--- config.mk ---
export PLATFORM = sky130hd
export DESIGN_NAME = usb_link_ctrl
export DESIGN_NICKNAME = d
export VERILOG_FILES = /design/src/core/usb_link_pkg.sv /design/src/core/usb_link_ctrl.sv /design/src/core/token_addr_match.sv
export VERILOG_INCLUDE_DIRS = /design/src /design/src/core
export SDC_FILE = /design/constraint.sdc
export NUM_CORES = 1
export LEC_CHECK = 0
export BUFFER_PORTS_ARGS = -buffer_cell sky130_fd_sc_hd__buf_2
export CAP_MARGIN = 20
export CORE_MARGIN = 1.5
export CORE_UTILIZATION = 30
export CTS_BUF_LIST = sky130_fd_sc_hd__clkbuf_8
export DETAILED_ROUTE_END_ITERATION = 8
export PLACE_DENSITY = 0.61
export SLEW_MARGIN = 5
export SYNTH_ARGS = -nofsm -noshare
export SYNTH_HDL_FRONTEND = slang
export SYNTH_SLANG_ARGS = --single-unit
--- constraint.sdc ---
create_clock -name core_clk -period 1.68 [get_ports core_clk]
set_input_delay 0.336 -clock core_clk [delete_from_list [all_inputs] [get_ports core_clk]]
set_output_delay 0.336 -clock core_clk [all_outputs]
set_load 0.01 [all_outputs]
--- src/core/usb_link_regs.svh ---
`ifndef USB_LINK_REGS_SVH
`define USB_LINK_REGS_SVH

// Byte offsets of the two registers on the bus.
`define CSR0_OFS 4'h0
`define FIFOA_OFS 4'h4

// Field positions in usb_control_status_zero.
`define CSR0_DEVICE_FUNCTION_ADDR_LSB 0
`define CSR0_DEVICE_FUNCTION_ADDR_MSB 6
`define CSR0_RSVD_BIT 7
`define CSR0_SUSP_ALLOW_BIT 8
`define CSR0_SUSP_FLAG_BIT 9
`define CSR0_RESUME_BIT 10

// Field positions in usb_endpoint_fifo_start.
`define FIFOA_TX_LSB 0
`define FIFOA_TX_MSB 12
`define FIFOA_RX_LSB 16
`define FIFOA_RX_MSB 28

// FIFO start fields count in units of eight bytes.
`define FIFO_UNIT_SHIFT 3

// Reset values.
`define DEVICE_FUNCTION_ADDR_RST 7'h00
`define FIFO_RST 13'h0000
`define RDATA_RST 32'h0000_0000

`endif

--- src/core/usb_link_pkg.sv ---
`default_nettype none
package usb_link_pkg;

  // Whole state of the control and status block.
  typedef struct packed {
    logic [6:0] device_function_addr_addr;
    logic suspend_allow;
    logic suspend_flag;
    logic resume_ctl;
    logic resume_drive;
    logic [12:0] rx_fifo;
    logic [12:0] tx_fifo;
    logic ack;
    logic [31:0] rdata;
  } ctrl_state_t;

  // Whole state of the token address comparator.
  typedef struct packed {
    logic token_match;
  } match_state_t;

endpackage : usb_link_pkg
`default_nettype wire

--- src/core/usb_link_ctrl.sv ---
`timescale 1ns/100ps
`default_nettype none
`include "usb_link_regs.svh"

module usb_link_ctrl
  import usb_link_pkg::*;
(
  // Clock and reset.
  input wire logic core_clk,
  input wire logic rst,
  // Avalon-MM register slave.
  input wire logic [3:0] avs_address,
  input wire logic avs_read,
  input wire logic avs_write,
  input wire logic [3:0] avs_byteenable,
  input wire logic [31:0] avs_writedata,
  output logic [31:0] avs_readdata,
  output logic avs_waitrequest,
  // Role and line events from the link logic.
  input wire logic host_role,
  input wire logic bus_idle_event,
  input wire logic bus_activity,
  // Token address decode.
  input wire logic token_valid,
  input wire logic [6:0] token_addr,
  output logic token_match,
  // Link control and status.
  output logic resume_drive,
  output logic suspend_state_flag,
  output logic [6:0] device_function_addr,
  output logic [15:0] rx_fifo_byte_addr,
  output logic [15:0] tx_fifo_byte_addr
);

  ctrl_state_t st_q;
  ctrl_state_t st_d;
  logic req;
  logic wr_acc;
  logic csr_wr;
  logic fifo_wr;
  logic set_hw;
  logic set_sw;
  logic clr_hw;

  // Every access waits exactly one cycle so read data can be registered.
  assign req = avs_read || avs_write;
  assign avs_waitrequest = req && !st_q.ack;
  assign wr_acc = avs_write && st_q.ack;
  assign csr_wr = wr_acc && (avs_address == `CSR0_OFS);
  assign fifo_wr = wr_acc && (avs_address == `FIFOA_OFS);

  // Suspend entry needs the enable; device role enters on bus idle,
  // host role enters on a software write.
  assign set_hw = !host_role && st_q.suspend_allow
                  && bus_idle_event;
  assign set_sw = host_role && st_q.suspend_allow && csr_wr
                  && avs_byteenable[1]
                  && avs_writedata[`CSR0_SUSP_FLAG_BIT];
  // Our own resume drive must not count as far-end activity, otherwise
  // suspend would end the moment we start signaling.
  assign clr_hw = (bus_activity && !st_q.resume_ctl)
                  || (st_q.resume_ctl && st_q.suspend_flag && csr_wr
                      && avs_byteenable[1]
                      && !avs_writedata[`CSR0_RESUME_BIT]);

  // Next state of the whole block.
  always_comb begin
    st_d = st_q;
    st_d.ack = req && !st_q.ack;
    if (req && !st_q.ack) begin
      case (avs_address)
        `CSR0_OFS: begin
          st_d.rdata = `RDATA_RST;
          st_d.rdata[`CSR0_DEVICE_FUNCTION_ADDR_MSB:`CSR0_DEVICE_FUNCTION_ADDR_LSB] = st_q.device_function_addr_addr;
          st_d.rdata[`CSR0_RSVD_BIT] = 1'b0;
          st_d.rdata[`CSR0_SUSP_ALLOW_BIT] = st_q.suspend_allow;
          st_d.rdata[`CSR0_SUSP_FLAG_BIT] = st_q.suspend_flag;
          st_d.rdata[`CSR0_RESUME_BIT] = st_q.resume_ctl;
        end
        `FIFOA_OFS: begin
          st_d.rdata = `RDATA_RST;
          st_d.rdata[`FIFOA_RX_MSB:`FIFOA_RX_LSB] = st_q.rx_fifo;
          st_d.rdata[`FIFOA_TX_MSB:`FIFOA_TX_LSB] = st_q.tx_fifo;
        end
        default: begin
          st_d.rdata = `RDATA_RST;
        end
      endcase
    end
    if (csr_wr && avs_byteenable[0]) begin
      st_d.device_function_addr_addr = avs_writedata[`CSR0_DEVICE_FUNCTION_ADDR_MSB:`CSR0_DEVICE_FUNCTION_ADDR_LSB];
    end
    if (csr_wr && avs_byteenable[1]) begin
      st_d.suspend_allow = avs_writedata[`CSR0_SUSP_ALLOW_BIT];
      st_d.resume_ctl = avs_writedata[`CSR0_RESUME_BIT];
    end
    if (fifo_wr && avs_byteenable[0]) begin
      st_d.tx_fifo[7:0] = avs_writedata[7:0];
    end
    if (fifo_wr && avs_byteenable[1]) begin
      st_d.tx_fifo[12:8] = avs_writedata[`FIFOA_TX_MSB:8];
    end
    if (fifo_wr && avs_byteenable[2]) begin
      st_d.rx_fifo[7:0] = avs_writedata[23:16];
    end
    if (fifo_wr && avs_byteenable[3]) begin
      st_d.rx_fifo[12:8] = avs_writedata[`FIFOA_RX_MSB:24];
    end
    // Set wins over clear; in device role software cannot set it, but clearing the resume bit ends it in either role.
    if (set_hw || set_sw) begin
      st_d.suspend_flag = 1'b1;
    end else if (clr_hw) begin
      st_d.suspend_flag = 1'b0;
    end
    st_d.resume_drive = st_d.resume_ctl && st_d.suspend_flag;
  end

  // Single state register.
  always_ff @(posedge core_clk) begin
    if (rst) begin
      st_q <= '0;
    end else begin
      st_q <= st_d;
    end
  end

  // Outputs come straight from the state register.
  assign avs_readdata = st_q.rdata;
  assign resume_drive = st_q.resume_drive;
  assign suspend_state_flag = st_q.suspend_flag;
  assign device_function_addr = st_q.device_function_addr_addr;
  assign rx_fifo_byte_addr = {st_q.rx_fifo, 3'h0};
  assign tx_fifo_byte_addr = {st_q.tx_fifo, 3'h0};

  // Tokens are decoded against the stored address only in device role.
  token_addr_match u_match (
    .core_clk(core_clk),
    .rst(rst),
    .match_en(!host_role),
    .token_valid(token_valid),
    .token_addr(token_addr),
    .device_function_addr_addr(st_q.device_function_addr_addr),
    .token_match(token_match)
  );

  property p_resume_start;
    @(posedge core_clk) disable iff (rst)
    (csr_wr && avs_byteenable[1] && avs_writedata[`CSR0_RESUME_BIT]
     && st_q.suspend_flag && !bus_activity) |=> resume_drive;
  endproperty
  a_resume_start: assert property (p_resume_start)
    else $error("Resume signaling did not start after the write.");

  property p_resume_stop;
    @(posedge core_clk) disable iff (rst)
    (csr_wr && avs_byteenable[1] && !avs_writedata[`CSR0_RESUME_BIT])
      |=> !resume_drive [*2];
  endproperty
  a_resume_stop: assert property (p_resume_stop)
    else $error("Resume signaling did not stop after clearing.");

  property p_status_read;
    @(posedge core_clk) disable iff (rst)
    (avs_read && !avs_waitrequest && avs_address == `CSR0_OFS)
      |-> (avs_readdata[`CSR0_SUSP_FLAG_BIT] == $past(suspend_state_flag));
  endproperty
  a_status_read: assert property (p_status_read)
    else $error("Suspend status read back wrong.");

  property p_device_ro;
    @(posedge core_clk) disable iff (rst)
    (!host_role && csr_wr && !suspend_state_flag && !bus_idle_event)
      |=> !suspend_state_flag;
  endproperty
  a_device_ro: assert property (p_device_ro)
    else $error("Software changed suspend status in device role.");

  property p_host_set;
    @(posedge core_clk) disable iff (rst)
    set_sw |=> suspend_state_flag;
  endproperty
  a_host_set: assert property (p_host_set)
    else $error("Host software could not set suspend.");

  property p_enable_gate;
    @(posedge core_clk) disable iff (rst)
    (!suspend_state_flag && !st_q.suspend_allow) |=> !suspend_state_flag;
  endproperty
  a_enable_gate: assert property (p_enable_gate)
    else $error("Suspend entered while suspend was not enabled.");

  property p_device_function_addr_write;
    @(posedge core_clk) disable iff (rst)
    (csr_wr && avs_byteenable[0]) |=>
      (device_function_addr == $past(avs_writedata[6:0]));
  endproperty
  a_device_function_addr_write: assert property (p_device_function_addr_write)
    else $error("Function address not stored.");

  property p_rsvd_zero;
    @(posedge core_clk) disable iff (rst)
    (avs_read && !avs_waitrequest && avs_address == `CSR0_OFS)
      |-> !avs_readdata[`CSR0_RSVD_BIT];
  endproperty
  a_rsvd_zero: assert property (p_rsvd_zero)
    else $error("Reserved bit 7 read as one.");

  property p_fifo_units;
    @(posedge core_clk) disable iff (rst)
    (fifo_wr && (&avs_byteenable)) |=>
      (rx_fifo_byte_addr == {$past(avs_writedata[28:16]), 3'h0});
  endproperty
  a_fifo_units: assert property (p_fifo_units)
    else $error("Receive FIFO byte address not in eight-byte units.");

endmodule : usb_link_ctrl
`default_nettype wire

--- src/core/token_addr_match.sv ---
`timescale 1ns/100ps
`default_nettype none
`include "usb_link_regs.svh"

module token_addr_match
  import usb_link_pkg::*;
(
  // Clock and reset.
  input wire logic core_clk,
  input wire logic rst,
  // Comparison inputs.
  input wire logic match_en,
  input wire logic token_valid,
  input wire logic [6:0] token_addr,
  input wire logic [6:0] device_function_addr_addr,
  // Result, one cycle after the token.
  output logic token_match
);

  match_state_t st_q;
  match_state_t st_d;

  // A token is ours only when its address equals the stored address.
  always_comb begin
    st_d = st_q;
    st_d.token_match = match_en && token_valid
                       && (token_addr == device_function_addr_addr);
  end

  // Single state register.
  always_ff @(posedge core_clk) begin
    if (rst) begin
      st_q <= '0;
    end else begin
      st_q <= st_d;
    end
  end

  assign token_match = st_q.token_match;

  property p_token_match;
    @(posedge core_clk) disable iff (rst)
    (match_en && token_valid) |=>
      (token_match == ($past(token_addr) == $past(device_function_addr_addr)));
  endproperty
  a_token_match: assert property (p_token_match)
    else $error("Token match does not follow address comparison.");

  property p_no_match_host;
    @(posedge core_clk) disable iff (rst)
    (!match_en || !token_valid) |=> !token_match;
  endproperty
  a_no_match_host: assert property (p_no_match_host)
    else $error("Token matched while matching was disabled.");

endmodule : token_addr_match
`default_nettype wire

==> Word level (Yosys, flattened, before mapping) <==
Index checks and enable logic that the tools add are counted.
Widths: inputs -> output; s select.
{ "word_totals": {"wordCells": 50, "output_inout_bits": 75, "in_bits": 55, "ff_bits": 71} }
{ "classes": {"eq_ne": 2, "n_mux": 4, "reduce_logical": 32} }
{ "op_table": {"columns": ["op", "n"], "rows": [
  ["$pmux 29 s2", 1],
  ["$logic_and 1x1->1", 24],
  ["$eq 7x7->1", 1],
  ["$eq 4x3->1 const B", 1],
  ["$logic_not 1->1", 4],
  ["$logic_not 4->1", 1],
  ["$logic_or 1x1->1", 3],
  ["$mux 1", 3]
]} }

==> Logic depth before layout (Yosys ltp) <==
Gate-level depths: netlist (run 1).
{ "depth": {"depth_word": 9, "mapped_depth": 6, "mapped_depth_nobuf": 4} }

==> By module <==
Synthesis (run 1) repeated with hierarchy kept, for this count alone.
{ "hier_totals": {"cells_unflattened": 321, "area_unflattened_um2": 3083.0} }
{ "modules_own_cells": {"columns": ["module", "cells_per_inst", "area_each_um2", "seq_area_each_um2", "instances"], "rows": [
  ["usb_link_ctrl", 310, 2974.1, 1281.2, 1],
  ["token_addr_match", 11, 108.9, 20.0, 1]
]} }

==> Worst setup path before layout (run 1) <==
Ideal clock, no wire load.
{ "synth_path": {"kind": "input -> register", "from": "in avs_address[1]", "to": "reg st_q (netlist bit rx_fifo_byte_addr[10])", "required_time_ps": 1552, "path_buffers": 1, "stages": 5, "arrival_time_ps": 1229, "path_slack_ps": 324, "path_cell_list": "nor4bb_1 > buf_4 > nand3_2 > mux2i_1 > nor2_1"} }
{ "synth_between": {"elab_chain_len": 3} }
{ "synth_lines": {"columns": ["item", "line_no", "rtl"], "rows": [
  ["from (decl)", "usb_link_ctrl.sv:12", "input wire logic [3:0] avs_address,"],
  ["$eq 4x3->1", null, null],
  ["$logic_and 1x1->1", "usb_link_ctrl.sv:50", "assign fifo_wr = wr_acc && (avs_address == `FIFOA_OFS);"],
  ["$logic_and 1x1->1", "usb_link_ctrl.sv:103", "if (fifo_wr && avs_byteenable[2]) begin"],
  ["to (signal assigned)", "usb_link_ctrl.sv:123", "st_q <= st_d;"],
  ["to (decl)", "usb_link_ctrl.sv:35", "ctrl_state_t st_q;"]
]} }
Every way passes these cells.
A chain may end at the register's enable or synchronous reset.

==> Worst setup path in the final report (run 1) <==
{ "layout_path": {"from": "reg st_q[32] (netlist bit)", "to": "out avs_waitrequest"} }
{ "layout_between": {"elab_chain_len": 2} }
{ "layout_lines": {"columns": ["item", "line_no", "rtl"], "rows": [
  ["$logic_not 1->1", "usb_link_ctrl.sv:47", "assign avs_waitrequest = req && !st_q.ack;"],
  ["$logic_and 1x1->1", "usb_link_ctrl.sv:47", null],
  ["to (decl)", "usb_link_ctrl.sv:18", "output logic avs_waitrequest,"]
]} }
Every way passes these cells.

==> results of run 1 <==
==> kinds of logic (layout without fill, tap and decap cells) <==
logic type             count (synthesis)  after routing  synth area share
buffers and inverters                 89            138             0.202
flip-flops                            65             65             0.431
XOR/XNOR                               7              7            0.0203
other                                  1             12           0.00124
multiplexers                          35             35             0.116
AO/OA/AOI/OAI                         29             29            0.0779
AND/OR/NAND/NOR                       95             95             0.152
==> flip-flops by register name, indices dropped and copies added, names as in the netlist <==
name	flops
avs_readdata	26
device_function_addr	7
resume_drive	1
rx_fifo_byte_addr	13
st_q	3
suspend_state_flag	1
tx_fifo_byte_addr	13
u_match.token_match	1
==> synthesized netlist by cell type, types with 2 or more instances <==
| master | instances |
|---|---|
| a22oi_1 | 16 |
| nor2_1 | 65 |
| inv_1 | 2 |
| clkbuf_1 | 10 |
| xnor2_1 | 5 |
| nand3_2 | 5 |
| nor2b_1 | 3 |
| a221oi_1 | 10 |
| nor3_1 | 11 |
| buf_1 | 2 |
| mux2i_1 | 35 |
| dfxtp_1 | 65 |
| xor2_1 | 2 |
| buf_4 | 73 |
| nand3_1 | 2 |
==> per-stage QoR <==
stage           util  setup WS (ps)  cell area, sq um  total power, W  std cells
3_5_place_dp   0.337          -14.6              3300         0.00187        498
5_1_grt        0.359            119              3510         0.00341        514
2_1_floorplan      -            324              3060         0.00178        332
6_report       0.359            238              3510         0.00325        514
3_3_place_gp   0.337           45.8              3300         0.00187        498
4_1_cts        0.359            195              3510         0.00331        514
==> layout by cell type (no fill, tap or decap), types with 6 or more instances in the layout <==
cell type,n
buf_2,111
nor2_1,65
dfxtp_1,65
mux2i_1,35
a22oi_1,16
conb_1,12
nor3_1,11
a221oi_1,10
clkbuf_8,9
buf_4,6
==> layer usage <==
metal | routed length (um) | part of all wire | global-route usage | vias up
li1 | - | - | - | 1119
met1 | 3030 | 0.44 | 0.149 | 1053
met2 | 3300 | 0.48 | 0.230 | 86
met3 | 425 | 0.062 | 0.0457 | 10
met4 | 99 | 0.014 | 0.0509 | 0
met5 | 0 | 0 | 0 | -
==> path summary, 6_finish.rpt <==
| kind | end | slack (ps) | cells past startpoint |
|---|---|---|---|
| worst min-delay path | rx_fifo_byte_addr[14] | 230 | 3 |
| worst min register to register | avs_readdata[2] | 490 | 2 |
| worst max register to register | rx_fifo_byte_addr[8] | 260 | 5 |
| worst max-delay path | avs_waitrequest | 240 | 3 |
==> area by class of cell <==
cell class	count	area (sq um)	area share
multi-input combinational	178	1160	0.331
sequential	65	1300	0.371
clock buffer	9	124	0.0353
tap	133	166	0.0475
timing repair buffer	120	661	0.188
inverter	2	7.51	0.00214
clock inverter	7	86.3	0.0246
==> power breakdown <==
| group | switching [W] | leakage [nW] | internal, W | total [W] |
|---|---|---|---|---|
| Sequential | 0.0000103 | 0.525 | 0.00156 | 0.00157 |
| Combinational | 0.000154 | 1.20 | 0.000111 | 0.000265 |
| Clock | 0.000593 | 0.110 | 0.000822 | 0.00142 |
==> critical path, cell delays in order (launching register included) <==
cell      delay, ps
dfxtp_1         300
o21bai_2        220
inv_1           120
buf_2           140
==> metrics.md, run 1 <==
| Metric | Value |
|---|---|
| Result of the run | finished clean |
| Hold buffer count at CTS | 0 |
| Number of synthesized flops with an enable pin | 0 |
| Clk_skew | 8.03 ps |
| CTS tree | yes |
| Core ar. | 9770 sq um |
| Type of the worst min-delay path | input pin to flip-flop |
| H-Tree Depth | 3 |
| Global-route wire length before repair | 10.6 mm |
| Diode count | 0 |
| Worst Path Arrival | 1110 ps |
| Maximum vdd drop | 0.000417 V |
| Root Driver | clkbuf_8 |
| Max Slew Vio Count | 0 |
| Seq/Total Area, Yosys | 0.431 |
| Leading post-synthesis cells by cell area | dfxtp_1 43%, buf_4 18%, mux2i_1 12% |
| # clock sinks | 65 |
| Post-cts resize count | 0 |
| Startpoint types | flip-flop |
| Routed Antenna Nets | 0 |
| Row cnt | 36 |
| WP data required | 1340 ps |
| Hold WS | 230 ps |
| Worst reg2reg startpoint | st_q[32] |
| Period utilization | 0.859 |
| Setup CP Type | flip-flop to primary output |
| Peak Freq | 693 MHz |
| Nets@finish | 431 |
| Drt pass-1 iters | 4 |
| Post-Synthesis Cells | 321 |
| Area growth syn-to-layout | 16.1% |
| I/O Buffers | 111 |
| Total Routing Usage GR | 0.132 |
| Starting Density | 0.309 |
| Yosys reg bits | 65 |
| Final hold vios | 0 |
| Ports | 130 |
| Setup TNS | 0 ps |
| Antenna violations before repair | 0 |
| GPL Wtd Cong | 0.755 |
| Synth area leader | dfxtp_1 |
| Setup Fix Bufs, Post-CTS | 0 |
| Leakage power total | 1.84 nW |
| Layout cells sized above 1 | 0.383 |
| Cts bufs inserted | 9 |
| Total grt overflow | 0 |
| Full die area | 10,700 sq um |
| Worst setup path startpoint | st_q[32] |
| Synth warn | 0 |
| Via count | 2,268 |
| Drt wl/cell | 13.3 um |
| Unrepaired setup endpoints after global routing | false |
| Synth unique cells | 30 |
| Drt drc | 0 |
| Pin count of the biggest net entering global routing | 65 |
| DR vias/cell | 4.41 |
| Post-synth ARST share | 0 |
| Max clock buf depth | 2 |
| Worst Setup End Kind | primary output |
| Fill cells | 1,045 |
| Post-DP HPWL | 5.09 mm |
| Syn Std Cell Area | 3020 sq um |
| Width of the die | 103 um |
| Tmin final | 1440 ps |
| CP max FO | 4 |
| Die Height | 103 um |
| Post-synth top flop | dfxtp_1 |
| Vias in the first global route | 2,170 |
| WL final | 6.85 mm |
| Cell Pwr Density | 927 nW/um^2 |
| Max-cap violations | 0 |
| Clk_lat worst skew | 330 ps |
| Syn Area/Cell | 9.41 sq um |
| Worst hold path startpoint | avs_writedata[27] |
| Worst-path clk slew | 70 ps |
| Synth top area share | 0.431 |
| Initial DRC count | 62 |
| Final setup fails | 0 |
Note: power is estimated with default switching activity, not from simulation.
==> run 2, diff against run 1 <==
- clock period: 1.68 -> 1.6 ns (I/O delays scaled with it)
==> run 2 against run 1 <==
Net effect:
- sequential power is 5% higher
- first-iteration DRC count grew 13%
- combinational power rose by 6%
- sequential share of layout area shrank 0.11 points
- register-to-register slack got worse by 120 ps
- worst setup slack got worse by 96 ps
- global-route usage is 0.098 points higher
- design area increased by 0.29%
- clock power hardly changed
- critical endpoint is now device_function_addr[2]
- largest power group unchanged
==> metrics.md, run 2 (synthesized netlist as in run 1, its figures left out) <==
| Metric | Value |
|---|---|
| Post-cts resize count | 0 |
| Drt pass-1 iters | 6 |
| Busiest grt layer | met2 |
| # clock sinks | 65 |
| Max Slew Vio Count | 0 |
| Peak Freq | 686 MHz |
| Worst hold path startpoint | avs_writedata[27] |
| Met1 capacity usage during global routing | 0.161 |
| Setup CP Type | flip-flop to flip-flop |
| Setup Fix Bufs, Post-CTS | 0 |
| Switching pwr | 0.000882 W |
| Post-DP HPWL | 5.12 mm |
| Core ar. | 9770 sq um |
| Finished Layout Cells | 517 |
| WL final | 6.95 mm |
| Startpoint types | flip-flop |
| Layout cells sized above 1 | 0.391 |
| Total power draw | 0.00337 W |
| Antenna violations before repair | 0 |
| Drt drc | 0 |
| Power share of the combinational group | 0.084 |
| Row cnt | 36 |
| Clk_lat worst skew | 340 ps |
| Routed Antenna Nets | 0 |
| Diode count | 0 |
| Full die area | 10,700 sq um |
| H-Tree Depth | 3 |
| Root Driver | clkbuf_8 |
| CP max FO | 7 |
| WP data required | 1820 ps |
| Commonest non-fill, non-tap cell in the layout | buf_2 |
| Hold buffer count at CTS | 0 |
| Leakage power total | 1.83 nW |
| Die Height | 103 um |
| CP cell instances | nor4bb_2 > buf_4 > nand3_2 > mux2i_1 > nor2_1 |
| CP bufs+invs | 1 |
| Via count | 2,293 |
| Pin count of the biggest net entering global routing | 65 |
| Sequential share of power | 0.489 |
| Nets@finish | 434 |
| Total Routing Usage GR | 0.133 |
| Largest stage delay, worst path | 330 ps |
| DR vias/cell | 4.44 |
| Reg2reg setup slack | 140 ps |
| Sw frac | 0.262 |
| Tmin final | 1460 ps |
| Worst Setup End Kind | flip-flop |
| Worst R2R Path Depth | 5 |
| Global-route wire length before repair | 10.6 mm |
| Crit path max-delay family | simple AND/OR/NAND/NOR gates |
| Unrepaired setup endpoints after global routing | false |
| Final setup fails | 0 |
| WHS Endpoint | rx_fifo_byte_addr[14] |
| Initial DRC count | 70 |
| Result of the run | finished clean |
| CTS tree | yes |
| Fill cells | 1,056 |
| Total grt overflow | 0 |
| Worst reg2reg startpoint | st_q[32] |
| Cell Pwr Density | 959 nW/um^2 |
| Period utilization | 0.911 |
| WP depth | 5 |
| Drt wl/cell | 13.4 um |
| Worst-path clk slew | 80 ps |
| Cts bufs inserted | 9 |
| Starting Density | 0.309 |
| Maximum vdd drop | 0.000347 V |
| Area growth syn-to-layout | 16.4% |
| Int Pwr | 0.00249 W |
| Met2 Use GR | 0.225 |
| Met3 Use GR | 0.0282 |
| Type of the worst min-delay path | input pin to flip-flop |
| Placed cells | 501 |
| Ports | 130 |
| Clock power frac | 0.427 |
| Slowest-stage cell, CP | dfxtp_1 |
| I/O Buffers | 111 |
| Worst Path Arrival | 1680 ps |
| Width of the die | 103 um |
| GPL Wtd Cong | 0.785 |
| Final hold vios | 0 |
| Number of flip-flops under the largest register name | 26 |
| Max-cap violations | 0 |
| Worst r2r dst | device_function_addr[2] |
| Clk_skew | 10.3 ps |
| WHS Path Cells | 3 |
| Max clock buf depth | 2 |
| Most frequent cells in the layout | 111 x buf_2, 65 x nor2_1, 65 x dfxtp_1, 35 x mux2i_1, 16 x a22oi_1 |
| Vias in the first global route | 2,092 |
run 2: cell types whose count changed in the layout (fill, tap and decap cells not counted), sizes merged:
cell      previous run  this run
buf                120       123
bufinv               2         1
clkinv               3         1
clkinvlp             1         3
inv                  3         4
run 2: worst min-delay path: stages:
cell and delay (ps):
buf_2 70, mux2i_1 50, nor2_1 70
run 2: metrics by stage:
stage               hold WS (ps)  TNS (ps)  setup WS (ps)  instance area (sq um)  utilization
floorplan                    456         0            260                   3060            -
global placement             482      -198          -21.4                   3310        0.338
detailed placement           489     -1080          -88.9                   3310        0.338
CTS                          185         0            113                   3510        0.359
global route                 201         0           4.31                   3520        0.360
finish                       208         0            142                   3520        0.360
run 2: power groups by stage:
stage | sequential [W] | clock (W) | combinational (W)
final | 0.00165 | 0.00144 | 0.000282
after detailed placement | 0.00169 | 0 | 0.000284
after floorplan | 0.00168 | 0 | 0.000188
after global placement | 0.00169 | 0 | 0.000279
after CTS | 0.00165 | 0.00149 | 0.000285
after global routing | 0.00165 | 0.00156 | 0.000317
run 2: metal layers:
layer	wire length (um)	share of wire
met2	3300	0.47
met4	104	0.015
met5	0	0
met1	3160	0.46
met3	384	0.055
run 2: how the worst max path moves through the flow:
stage / slack [ps] / to / from
floorplan: 260 / rx_fifo_byte_addr[10] / avs_address[1]
global placement: -20 / device_function_addr[0] / avs_address[1]
finish: 140 / device_function_addr[2] / st_q[32]
global route: 4 / device_function_addr[1] / st_q[32]
CTS: 110 / rx_fifo_byte_addr[8] / st_q[32]
detailed placement: -90 / rx_fifo_byte_addr[8] / avs_address[1]
run 2: final cells by class:
cell class	count	area [sq um]	area share
sequential	65	1300	0.370
multi-input combinational	178	1170	0.332
timing repair buffer	123	671	0.191
tap	133	166	0.0473
clock buffer	9	124	0.0352
clock inverter	7	78.8	0.0224
inverter	2	7.51	0.00214
